===== config.mk =====
export PLATFORM = sky130hd
export DESIGN_NAME = switch_scanner
export DESIGN_NICKNAME = d
export VERILOG_FILES = /design/src/hdl/exec_tick.v /design/src/hdl/result_store.v /design/src/hdl/switch_scanner.v
export VERILOG_INCLUDE_DIRS = /design/src /design/src/shared
export SDC_FILE = /design/constraint.sdc
export NUM_CORES = 1
export LEC_CHECK = 0
export ABC_AREA = 1
export BUFFER_PORTS_ARGS = -buffer_cell sky130_fd_sc_hd__buf_2
export CAP_MARGIN = 5
export CORE_MARGIN = 3
export CORE_UTILIZATION = 34
export DETAILED_ROUTE_END_ITERATION = 7
export GPL_TIMING_DRIVEN = 0
export MAX_ROUTING_LAYER = met4
export SLEW_MARGIN = 20
export SYNTH_ARGS = -nofsm -noshare
export SYNTH_HDL_FRONTEND = slang
export SYNTH_HIERARCHICAL = 1
export SYNTH_SLANG_ARGS = --single-unit

===== constraint.sdc =====
create_clock -name core_clk -period 6.1 [get_ports core_clk]
set_input_delay 0.61 -clock core_clk [delete_from_list [all_inputs] [get_ports core_clk]]
set_output_delay 0.61 -clock core_clk [all_outputs]
set_load 0.03 [all_outputs]

===== src/shared/switch_scanner_defs.vh =====
// constants of the thumbwheel switch scanner
`ifndef SWITCH_SCANNER_DEFS_VH
`define SWITCH_SCANNER_DEFS_VH
// ****************
// bus offsets
// ****************
`define OFS_CTRL 8'h00
`define OFS_PTR 8'h04
`define OFS_STAT 8'h08
`define OFS_ISTS 8'h0C
`define OFS_IMASK 8'h10
`define OFS_GPOUT 8'h14
`define OFS_GPIN 8'h18
`define OFS_ROUNDS 8'h1C
`define OFS_AREA 8'h40
// ****************
// fields and resets
// ****************
`define CTRL_RUN 0
`define CTRL_IND 1
`define CTRL_RST 2'h1
`define EV_ROUND 0
`define EV_ERR 1
`define SCAN_BITS 5
`define ROUND_BIT 5
`define AREA_LAST 14'h000F
`define PHASE_LAST 3'h4
`define PHASE_SAMPLE 3'h3
`define PAIR_LAST 2'h3
// ****************
// timing
// ****************
`define CLK_PERIOD_NS 5
`define EXEC_PERIOD_NS 1000
`define EXEC_CYCLES (`EXEC_PERIOD_NS / `CLK_PERIOD_NS)
`endif


===== src/hdl/exec_tick.v =====
// execution step divider
`timescale 1ns/100ps
`default_nettype none
`include "switch_scanner_defs.vh"
module exec_tick (
	// clock and reset
	input wire core_clk,
	input wire rst_n,
	// control
	input wire enable,
	output reg tick
);
	localparam [31:0] LAST_W = `EXEC_CYCLES - 1;
	localparam [7:0] LAST = LAST_W[7:0];
	reg [7:0] cnt_q;
	always @(posedge core_clk or negedge rst_n) begin
		if (!rst_n) begin
			cnt_q <= 8'h00;
			tick <= 1'b0;
		end else if (!enable) begin
			cnt_q <= 8'h00;
			tick <= 1'b0;
		end else begin
			tick <= (cnt_q == LAST);
			cnt_q <= (cnt_q == LAST) ? 8'h00 : cnt_q + 8'h01;
		end
	end
endmodule // exec_tick
`default_nettype wire


===== src/hdl/result_store.v =====
// result word area, sixteen words
`timescale 1ns/100ps
`default_nettype none
module result_store (
	// clock and reset
	input wire core_clk,
	input wire rst_n,
	// write port
	input wire we,
	input wire [3:0] waddr,
	input wire [15:0] wdata,
	// read port
	input wire [3:0] raddr,
	output reg [15:0] rdata
);
	reg [15:0] mem [0:15];
	always @(posedge core_clk) begin
		if (we) begin
			mem[waddr] <= wdata;
		end
	end
	always @(posedge core_clk or negedge rst_n) begin
		if (!rst_n) begin
			rdata <= 16'h0000;
		end else begin
			rdata <= mem[raddr];
		end
	end
endmodule // result_store
`default_nettype wire


===== src/hdl/switch_scanner.v =====
// thumbwheel switch scanner with wishbone registers
//
// The Wishbone register port and the register offsets are this design's own decisions.
`timescale 1ns/100ps
`default_nettype none
`include "switch_scanner_defs.vh"
module switch_scanner (
	// clock and reset
	input wire core_clk,
	input wire rst_n,
	// wishbone slave
	input wire wb_cyc_i,
	input wire wb_stb_i,
	input wire wb_we_i,
	input wire [7:0] wb_adr_i,
	input wire [3:0] wb_sel_i,
	input wire [31:0] wb_dat_i,
	output reg [31:0] wb_dat_o,
	output reg wb_ack_o,
	// switch bank
	input wire [15:0] switch_input_word,
	output reg [15:0] select_output_word,
	// status
	output wire switch_read_busy_flag,
	output reg operand_error_flag,
	output wire irq
);
	// ****************
	// register state
	// ****************
	reg [1:0] ctrl_q;
	reg [15:0] ptr_q;
	reg [1:0] ists_q;
	reg [1:0] imask_q;
	reg [15:0] gpo_q;
	reg [15:0] rounds_q;
	reg pend_q;
	wire req;
	wire wr_acc;
	wire run;
	assign req = wb_cyc_i & wb_stb_i;
	assign wr_acc = wb_ack_o & req & wb_we_i;
	assign run = ctrl_q[`CTRL_RUN];
	// ****************
	// scan state
	// ****************
	reg [2:0] phase_q;
	reg [1:0] pair_q;
	reg [15:0] in_q;
	reg [4:0] scan_q;
	reg round_q;
	reg wr_lo_q;
	reg wr_hi_q;
	reg run_q;
	wire tick;
	wire step;
	wire cap;
	wire last_step;
	wire [15:0] lo_word;
	wire [15:0] hi_word;
	assign step = tick & run;
	assign cap = step & (phase_q == `PHASE_SAMPLE);
	assign last_step = step & (phase_q == `PHASE_LAST) & (pair_q == `PAIR_LAST);
	exec_tick u_tick (
		.core_clk(core_clk),
		.rst_n(rst_n),
		.enable(run),
		.tick(tick)
	);
	// ****************
	// pointer check
	// ****************
	reg bcd_ok;
	reg [13:0] bcd_val;
	reg [13:0] eff;
	reg err_d;
	always @* begin
		bcd_ok = (ptr_q[3:0] < 4'hA) & (ptr_q[7:4] < 4'hA) &
			(ptr_q[11:8] < 4'hA) & (ptr_q[15:12] < 4'hA);
		bcd_val = ({10'h000, ptr_q[15:12]} * 14'h03E8) +
			({10'h000, ptr_q[11:8]} * 14'h0064) +
			({10'h000, ptr_q[7:4]} * 14'h000A) + {10'h000, ptr_q[3:0]};
		eff = ctrl_q[`CTRL_IND] ? bcd_val : ptr_q[13:0];
		err_d = 1'b0;
		if (ctrl_q[`CTRL_IND] && !bcd_ok) begin
			err_d = 1'b1;
		end
		if (eff > `AREA_LAST) begin
			err_d = 1'b1;
		end
		if (eff == `AREA_LAST) begin
			err_d = 1'b1;
		end
	end
	always @(posedge core_clk or negedge rst_n) begin
		if (!rst_n) begin
			operand_error_flag <= 1'b0;
		end else begin
			operand_error_flag <= run & err_d;
		end
	end
	// ****************
	// scan sequencer
	// ****************
	always @(posedge core_clk or negedge rst_n) begin
		if (!rst_n) begin
			phase_q <= 3'h0;
			pair_q <= 2'h0;
			run_q <= 1'b0;
		end else begin
			run_q <= run;
			if (!run) begin
				phase_q <= 3'h0;
				pair_q <= 2'h0;
			end else if (step) begin
				if (phase_q == `PHASE_LAST) begin
					phase_q <= 3'h0;
					pair_q <= pair_q + 2'h1;
				end else begin
					phase_q <= phase_q + 3'h1;
				end
			end
		end
	end
	// outputs and inputs refreshed on each execution
	always @(posedge core_clk or negedge rst_n) begin
		if (!rst_n) begin
			in_q <= 16'h0000;
			scan_q <= 5'h00;
			round_q <= 1'b0;
		end else if (!run) begin
			scan_q <= 5'h00;
			round_q <= 1'b0;
		end else if (step) begin
			in_q <= switch_input_word;
			scan_q[3:0] <= 4'h0;
			scan_q[4] <= 1'b0;
			if (phase_q == `PHASE_LAST) begin
				scan_q[pair_q + 2'h1] <= 1'b1;
			end else if (phase_q != `PHASE_SAMPLE) begin
				scan_q[pair_q] <= 1'b1;
				scan_q[4] <= 1'b1;
			end
			round_q <= last_step;
		end
	end
	// digit capture, one nibble pair per select line
	genvar g;
	generate
		for (g = 0; g < 4; g = g + 1) begin : dig
			reg [3:0] lo_q;
			reg [3:0] hi_q;
			always @(posedge core_clk or negedge rst_n) begin
				if (!rst_n) begin
					lo_q <= 4'h0;
					hi_q <= 4'h0;
				end else if (cap && pair_q == g) begin
					lo_q <= in_q[3:0];
					hi_q <= in_q[7:4];
				end
			end
			assign lo_word[4 * g + 3:4 * g] = lo_q;
			assign hi_word[4 * g + 3:4 * g] = hi_q;
		end
	endgenerate
	// ****************
	// result writes
	// ****************
	reg [3:0] base_q;
	wire mem_we;
	wire [3:0] mem_waddr;
	wire [15:0] mem_wdata;
	wire [15:0] mem_rdata;
	always @(posedge core_clk or negedge rst_n) begin
		if (!rst_n) begin
			wr_lo_q <= 1'b0;
			wr_hi_q <= 1'b0;
			base_q <= 4'h0;
			rounds_q <= 16'h0000;
		end else begin
			wr_lo_q <= last_step & ~err_d;
			wr_hi_q <= wr_lo_q;
			if (last_step) begin
				base_q <= eff[3:0];
				rounds_q <= rounds_q + 16'h0001;
			end
		end
	end
	assign mem_we = wr_lo_q | wr_hi_q;
	assign mem_waddr = wr_hi_q ? base_q + 4'h1 : base_q;
	assign mem_wdata = wr_hi_q ? hi_word : lo_word;
	result_store u_store (
		.core_clk(core_clk),
		.rst_n(rst_n),
		.we(mem_we),
		.waddr(mem_waddr),
		.wdata(mem_wdata),
		.raddr(wb_adr_i[5:2]),
		.rdata(mem_rdata)
	);
	// ****************
	// output word
	// ****************
	always @(posedge core_clk or negedge rst_n) begin
		if (!rst_n) begin
			select_output_word <= 16'h0000;
		end else begin
			select_output_word <= {gpo_q[15:6], round_q, scan_q};
		end
	end
	assign switch_read_busy_flag = run;
	// ****************
	// interrupts
	// ****************
	wire [1:0] ev;
	assign ev[`EV_ROUND] = last_step;
	assign ev[`EV_ERR] = run & err_d & ~operand_error_flag;
	always @(posedge core_clk or negedge rst_n) begin
		if (!rst_n) begin
			ists_q <= 2'h0;
		end else if (wr_acc && wb_adr_i == `OFS_ISTS && wb_sel_i[0]) begin
			ists_q <= (ists_q & ~wb_dat_i[1:0]) | ev;
		end else begin
			ists_q <= ists_q | ev;
		end
	end
	assign irq = |(ists_q & imask_q);
	// ****************
	// bus slave
	// ****************
	always @(posedge core_clk or negedge rst_n) begin
		if (!rst_n) begin
			pend_q <= 1'b0;
			wb_ack_o <= 1'b0;
		end else begin
			pend_q <= req & ~pend_q & ~wb_ack_o;
			wb_ack_o <= pend_q & req;
		end
	end
	always @(posedge core_clk or negedge rst_n) begin
		if (!rst_n) begin
			ctrl_q <= `CTRL_RST;
			ptr_q <= 16'h0000;
			imask_q <= 2'h0;
			gpo_q <= 16'h0000;
		end else if (wr_acc) begin
			case (wb_adr_i)
				`OFS_CTRL: begin
					if (wb_sel_i[0]) begin
						ctrl_q <= wb_dat_i[1:0];
					end
				end
				`OFS_PTR: begin
					if (wb_sel_i[0]) begin
						ptr_q[7:0] <= wb_dat_i[7:0];
					end
					if (wb_sel_i[1]) begin
						ptr_q[15:8] <= wb_dat_i[15:8];
					end
				end
				`OFS_IMASK: begin
					if (wb_sel_i[0]) begin
						imask_q <= wb_dat_i[1:0];
					end
				end
				`OFS_GPOUT: begin
					if (wb_sel_i[0]) begin
						gpo_q[7:0] <= wb_dat_i[7:0];
					end
					if (wb_sel_i[1]) begin
						gpo_q[15:8] <= wb_dat_i[15:8];
					end
				end
				default: begin
					ctrl_q <= ctrl_q;
				end
			endcase
		end
	end
	// read data registered on the same edge that raises ack
	reg [31:0] rd_d;
	always @* begin
		rd_d = 32'h00000000;
		if (wb_adr_i[7:6] == 2'h1) begin
			rd_d = {16'h0000, mem_rdata};
		end else begin
			case (wb_adr_i)
				`OFS_CTRL: rd_d = {30'h00000000, ctrl_q};
				`OFS_PTR: rd_d = {16'h0000, ptr_q};
				`OFS_STAT: rd_d = {19'h00000, pair_q, phase_q, 5'h00,
					round_q, operand_error_flag, run};
				`OFS_ISTS: rd_d = {30'h00000000, ists_q};
				`OFS_IMASK: rd_d = {30'h00000000, imask_q};
				`OFS_GPOUT: rd_d = {16'h0000, gpo_q};
				`OFS_GPIN: rd_d = {16'h0000, switch_input_word};
				`OFS_ROUNDS: rd_d = {16'h0000, rounds_q};
				default: rd_d = 32'h00000000;
			endcase
		end
	end
	always @(posedge core_clk or negedge rst_n) begin
		if (!rst_n) begin
			wb_dat_o <= 32'h00000000;
		end else if (pend_q) begin
			wb_dat_o <= rd_d;
		end
	end
endmodule // switch_scanner
`default_nettype wire


==> results of run 1 <==
## sequential cells by signal (all words and copies together) (netlist names), 2 cells and up
signal              count
base_q                  4
ctrl_q                  2
dig.hi_q               16
dig.lo_q               16
gpo_q                  16
imask_q                 2
in_q                    8
ists_q                  2
pair_q                  2
phase_q                 3
ptr_q                  16
rounds_q               16
scan_q                  5
select_output_word     16
u_store/mem           256
u_store/rdata          16
u_tick/cnt_q            8
wb_dat_o               16
## worst max path at each step
stage	end	depth (start not counted)
6_report	ists_q[1]$_DFF_PN0_	22
5_1_grt	ists_q[1]$_DFF_PN0_	26
4_1_cts	ists_q[1]$_DFF_PN0_	22
3_5_place_dp	ists_q[1]$_DFF_PN0_	22
3_3_place_gp	ists_q[1]$_DFF_PN0_	22
2_1_floorplan	ists_q[1]$_DFF_PN0_	22
## cell usage in the layout (no fill, tap or decap), drive strengths merged, types with 17 or more instances in the layout
cell type,instances
a21oi,19
buf,159
clkbuf,89
clkinv,21
dfrtp,170
edfxtp,256
fa,17
ha,67
inv,354
nand2,645
nand3,246
nor2,74
o21ai,106
xor2,23
## logic make-up after synthesis
family / synth area share [%]
adder cells (fa/ha/maj): 5.79
AO/OA/AOI/OAI: 4.60
XOR/XNOR: 1.20
AND/OR/NAND/NOR: 20.4
multiplexers: 0.0553
other: 0.0184
flip-flops: 58.8
buffers and inverters: 9.12
## power by group through the flow
stage / sequential, uW / clock, uW / combinational [uW]
after floorplan: 3180 / 0 / 161
after global placement: 3150 / 0 / 349
after detailed placement: 3150 / 0 / 354
after CTS: 3090 / 2630 / 355
after global routing: 3090 / 2730 / 384
final: 3090 / 2560 / 356
## stage by stage
stage	power, uW	utilization [%]
final	6010	39.6
after global routing	6200	39.6
after CTS	6070	39.6
after detailed placement	3500	37.4
after global placement	3490	36.9
after floorplan	3340	-
## cell type report
class / count / area, um^2 / area share (%)
Buffer: 92 / 529 / 2.26
Clock buffer: 56 / 1170 / 4.98
Clock inverter: 24 / 171 / 0.731
Inverter: 354 / 1330 / 5.67
Multi-Input combinational cell: 1286 / 6630 / 28.3
Sequential cell: 427 / 12000 / 51.1
Tap cell: 773 / 967 / 4.13
Timing Repair Buffer: 100 / 677 / 2.89
## metal layers
metal / GRT usage, % / part of all wire, % / vias up
met5: - / 0 / -
li1: - / - / 7183
met2: 28.9 / 45 / 611
met3: 3.04 / 7.6 / 124
met1: 24.6 / 43 / 7230
met4: 7.68 / 4.2 / 0
==> results by group, run 1 <==
Yosys
  • Synth warnings: 6
  • Cell with the most instances after synthesis: nand2_1
  • Cell variety after synth: 51
  • Syn Inst Count: 2144
  • EDFF count, synth: 256
  • Seq cells post-synth: 427
  • Synth Cell Area: 0.0204 mm^2
  • Synth top cells by count: 641 x nand2_1, 349 x inv_1, 256 x edfxtp_1
  • Yosys top cell by area: edfxtp_1
  • Async SR Flop Fraction: 40.0%
  • Syn Area/Cell: 9.50 um^2
  • Primary FF master, synth: edfxtp_1
  • Top-area cell type share of the netlist area: 37.8%
  • Post-synthesis sequential area ratio: 58.8%
  • Synth area leaders: edfxtp_1 38%, dfrtp_1 21%, nand2_1 12%, inv_1 6.4%, nand3_1 6.0%

Power and ir drop
  • P_sw: 1400 uW
  • Peak supply drop: 157 uV
  • Net Sw Frac: 23.3%
  • Comb pwr share: 5.9%
  • Power Internal: 4610 uW
  • Sequential share of power: 51.4%
  • Pwr per Cell Area: 256 mW/mm^2
  • Clock Power Share: 42.7%
  • Leakage: 0.0113 uW

STA
  • Accumulated negative setup slack: 0 ns
  • Final Worst Setup Slack: 1.10 ns
  • Endpoints failing hold: 7
  • Slew Viols, Final: 0
  • Hold_ws: -0.0147 ns
  • Max Freq: 200 MHz
  • Slew headroom: 36.5%
  • RSZ-0062 raised after global routing: false
  • Setup violations, final: 0
  • Crit share post-route: 82.0%
  • Skew final: 0.0294 ns
  • Worst slew pin tran: 0.950 ns
  • Final Critical Period: 5.00 ns

Worst setup path
  • CP arrival: 5.45 ns
  • Crit path launch type: flop
  • WP buf/inv: 2
  • Reg2reg end: ists_q[1]$_DFF_PN0_
  • Critical path launch point: ptr_q[14]$_DFFE_PN0P_
  • Critical setup path kind: flop to flop
  • Worst r2r path cells: 22
  • R2R Setup Slk: 1.10 ns
  • Most common cell on crit path: nand2_1
  • CP cell instances: fa_1 -> inv_1 -> fa_1 -> inv_1 -> ha_1 -> nand3_1 -> nand3_1 -> xor2_1 -> ha_1 -> ha_1 -> ha_1 -> a21o_1 -> a21oi_1 -> nand2_1 -> nand2_1 -> nand2_1 -> nor2_1 -> nand3_1 -> nand2_1 -> nand2_1 -> nand3_1 -> nand2_1
  • Critical path required time: 6.55 ns
  • Critical path capture point type: flop
  • Crit Path Max Fanout: 9
  • Worst stage delay on the critical path: 0.64 ns
  • RR Startpoint: ptr_q[14]$_DFFE_PN0P_
  • Top Family by Delay on Critical Path: adder cells
  • Slowest CP cell: fa_1

Clock tree
  • Post-CTS sizing: 0
  • Cts bufs inserted: 45
  • Clk_lat worst skew: 0.58 ns
  • Clock-pin slew of the registers on the worst-case setup and hold paths: 0.06 ns
  • CTS tree: yes
  • CTS root buffer: clkbuf_16
  • H-tree levels: 2
  • Clock sinks: 427
  • Clk buf depth: 3
  • Post-CTS Hold Buffers: 0
  • Post-CTS setup buffer count: 0

Cells and area
  • Final non-filler cell total: 3112
  • Final net count: 2455
  • Fillers: 5752
  • Share of layout cells above drive strength 1: 10.9%
  • Area growth syn-to-layout: 15.1%
  • Post-Layout Inst Area: 0.0234 mm^2
  • Ant diodes: 0

Placement
  • Port buffer count: 82
  • Cell Area, Placed: 0.0221 mm^2
  • DP Cell Count: 3032
  • Gpl congestion: 0.945
  • DP Worst Slack: 1.12 ns
  • HPWL Detailed: 41.4 mm

Route
  • Pre-antenna DRT Iters: 5
  • Antenna Nets Post-Route: 0
  • Drt drc: 0
  • DR iter-0 viols: 1303
  • Drt wl/cell: 18.3 um
  • Total number of vias: 15100
  • WL final: 57.1 mm
  • Vias per cell: 4.87

GRT
  • Global Route Usage Sum: 18.7%
  • First-pass GRT wire length: 87.3 mm
  • Vias in the first global route: 14700
  • Largest net degree at the start of global routing: 99
  • Initial antenna violation count: 1
  • Gr ovfl total: 0

Job
  • Maxcap violations: 0

Floorplan
  • Core footprint: 0.0591 mm^2
  • Row cnt: 89
  • IO Count: 117
  • Die Wd: 251 um
  • Starting Density: 34.4%
  • Die height: 251 um
  • Die ar.: 0.0629 mm^2

Worst hold path
  • Hold/Removal Path Class: input port to asynchronous set/reset pin

Status
  • Violated checks: hold timing
  • Status: finished, violations left
(Power assumes the default switching activity.)
==> run 2, diff against run 1 <==
Clock period 6.1 ns to 4.9 ns, I/O delays scaled along.
==> results by group, run 2 (synthesized netlist as in run 1, its figures left out) <==
Floorplan
  • IO Count: 117 (unchanged)
  • Die ar.: 0.0629 mm^2 (unchanged)
  • Row cnt: 89 (unchanged)
  • Die Wd: 251 um (unchanged)
  • Die height: 251 um (unchanged)
  • Core footprint: 0.0591 mm^2 (unchanged)
  • Starting Density: 34.4% (unchanged)

Cells and area
  • Largest register by flop count: u_store/mem (unchanged)
  • Area growth syn-to-layout: 15.7% (was 15.1%)
  • Final non-filler cell total: 3121 (was 3112)
  • Most frequent cells in the layout: 638 x nand2_1, 349 x inv_1, 256 x edfxtp_1, 244 x nand3_1, 167 x dfrtp_1 (was 641 x nand2_1, 349 x inv_1, 256 x edfxtp_1, 245 x nand3_1, 170 x dfrtp_1)
  • Final Util: 39.8% (was 39.6%)
  • Ant diodes: 0 (unchanged)
  • Max reg flops: 256 (unchanged)
  • Final net count: 2464 (was 2455)
  • Most common cell after layout, fill and taps aside: nand2_1 (unchanged)
  • Share of layout cells above drive strength 1: 11.6% (was 10.9%)
  • Post-Layout Inst Area: 0.0236 mm^2 (was 0.0234 mm^2)

Placement
  • Gpl congestion: 0.945 (unchanged)
  • HPWL Detailed: 41.4 mm (unchanged)
  • DP Cell Count: 3032 (unchanged)
  • Cell Area, Placed: 0.0221 mm^2 (unchanged)
  • Port buffer count: 82 (unchanged)

Route
  • Pre-antenna DRT Iters: 5 (unchanged)
  • DR iter-0 viols: 1321 (was 1303)
  • Drt wl/cell: 18.3 um (about the same)
  • Total number of vias: 15100 (about the same)
  • Drt drc: 0 (unchanged)
  • Antenna Nets Post-Route: 0 (unchanged)
  • WL final: 57.2 mm (was 57.1 mm)
  • Vias per cell: 4.85 (was 4.87)

Job
  • Maxcap violations: 0 (unchanged)

Worst setup path
  • Critical path capture point type: flop (unchanged)
  • Slowest CP cell: fa_2 (was fa_1)
  • CP arrival: 5.11 ns (was 5.45 ns)
  • CP cell instances: fa_2 -> inv_1 -> fa_1 -> inv_1 -> ha_4 -> nand3_1 -> nand3_1 -> xor2_1 -> ha_1 -> ha_1 -> ha_1 -> a21o_1 -> a21oi_1 -> nand2_1 -> nand2_1 -> nand2_1 -> nor2_1 -> nand3_4 -> nand2_2 -> nand2_2 -> nand3_1 -> nand2_1 (was fa_1 -> inv_1 -> fa_1 -> inv_1 -> ha_1 -> nand3_1 -> nand3_1 -> xor2_1 -> ha_1 -> ha_1 -> ha_1 -> a21o_1 -> a21oi_1 -> nand2_1 -> nand2_1 -> nand2_1 -> nor2_1 -> nand3_1 -> nand2_1 -> nand2_1 -> nand3_1 -> nand2_1)
  • Critical path required time: 5.35 ns (was 6.55 ns)
  • Most common cell on crit path: nand2_1 (unchanged)
  • Critical setup path kind: flop to flop (unchanged)
  • Top Family by Delay on Critical Path: adder cells (unchanged)
  • Crit Path Max Fanout: 5 (was 9)
  • Crit path launch type: flop (unchanged)
  • WP buf/inv: 2 (unchanged)
  • Worst stage delay on the critical path: 0.59 ns (was 0.64 ns)

STA
  • Slew Viols, Final: 0 (unchanged)
  • Skew final: 0.0260 ns (was 0.0294 ns)
  • Slew headroom: 37.0% (was 36.5%)
  • Setup violations, final: 0 (unchanged)
  • Worst slew pin tran: 0.942 ns (was 0.950 ns)
  • Accumulated negative setup slack: 0 ns (unchanged)
  • Crit share post-route: 95.0% (was 82.0%)
  • Hold_ws: 0.201 ns (was -0.0147 ns)
  • Endpoints failing hold: 0 (was 7)
  • Final Critical Period: 4.66 ns (was 5.00 ns)
  • Max Freq: 215 MHz (was 200 MHz)

GRT
  • First-pass GRT wire length: 87.4 mm (was 87.3 mm)
  • Global Route Usage Sum: 18.7% (about the same)
  • Gr ovfl total: 0 (unchanged)
  • Vias in the first global route: 14700 (about the same)
  • Initial antenna violation count: 1 (unchanged)
  • Largest net degree at the start of global routing: 99 (unchanged)

Power and ir drop
  • Peak supply drop: 196 uV (was 157 uV)
  • Pwr per Cell Area: 318 mW/mm^2 (was 256 mW/mm^2)
  • Leakage: 0.0114 uW (was 0.0113 uW)

Clock tree
  • Clock sinks: 427 (unchanged)
  • Clk_lat worst skew: 0.58 ns (about the same)
  • Clock-pin slew of the registers on the worst-case setup and hold paths: 0.06 ns (about the same)
  • CTS tree: yes (unchanged)
  • Clk buf depth: 3 (unchanged)
  • Cts bufs inserted: 45 (unchanged)
  • H-tree levels: 2 (unchanged)
  • CTS root buffer: clkbuf_16 (unchanged)

Status
  • Status: finished clean (was finished, violations left)

Worst hold path
  • Hold/Removal Path Class: input port to flop (was input port to asynchronous set/reset pin)
==> run 2: layout make-up <==
type,instances,area [um^2]
Fill cell,5746,35600
Sequential cell,427,12000
Multi-Input combinational cell,1286,6670
Inverter,354,1330
Clock buffer,56,1170
Tap cell,773,967
Timing Repair Buffer,109,747
Buffer,92,529
Clock inverter,24,171
==> run 2: what timing repair did <==
| action | CTS | global route |
|---|---|---|
| buffers inserted | 0 | 8 |
| pin swaps | 0 | 2 |
| cloned | 0 | 0 |
| endpoints found under the hold margin | 73 | 0 |
| gates resized for setup | 3 | 8 |
| hold buffers | 1 | 0 |
| setup endpoints to repair | 2 | 3 |
==> run 2: tightest hold or removal path: cells and delay by family <==
kind                   cells  cell delay [ns]
buffers and inverters      2             0.15
AO/OA/AOI/OAI              1             0.08
==> run 2: where the power goes <==
group	internal, uW	switching, uW	total, uW
Sequential	3820	22.9	3840
Combinational	122	321	443
Clock	1790	1400	3190
==> run 2: per-stage QoR <==
stage | worst slack, ns | total power (uW)
after floorplan | 0.644 | 4160
after global placement | -0.0640 | 4350
after detailed placement | -0.0766 | 4360
after CTS | 0.0167 | 7560
after global routing | -0.0692 | 7720
final | 0.243 | 7480
==> run 2: final timing paths <==
check                      slack [ns]             startpoint  cells past startpoint                   endpoint
setup / recovery                 0.24  ptr_q[14]$_DFFE_PN0P_                     22        ists_q[1]$_DFF_PN0_
hold / removal                   0.20           wb_dat_i[14]                      3      gpo_q[14]$_DFFE_PN0P_
setup reg to reg                 0.24  ptr_q[14]$_DFFE_PN0P_                     22        ists_q[1]$_DFF_PN0_
hold reg to reg                  0.37      wr_lo_q$_DFF_PN0_                      0          wr_hi_q$_DFF_PN0_
max in group asynchronous        3.48                  rst_n                      3      ptr_q[14]$_DFFE_PN0P_
min in group asynchronous        0.47                  rst_n                      2  u_tick/cnt_q[3]$_DFF_PN0_
==> run 2: per-layer routing <==
metal | share of wire, % | GRT usage, % | vias up | routed length [um]
li1 | - | - | 7196 | -
met1 | 43 | 24.6 | 7247 | 24700
met2 | 45 | 28.9 | 573 | 26000
met3 | 7.3 | 3.03 | 119 | 4160
met4 | 4.0 | 7.70 | 0 | 2310
met5 | 0 | - | - | 0
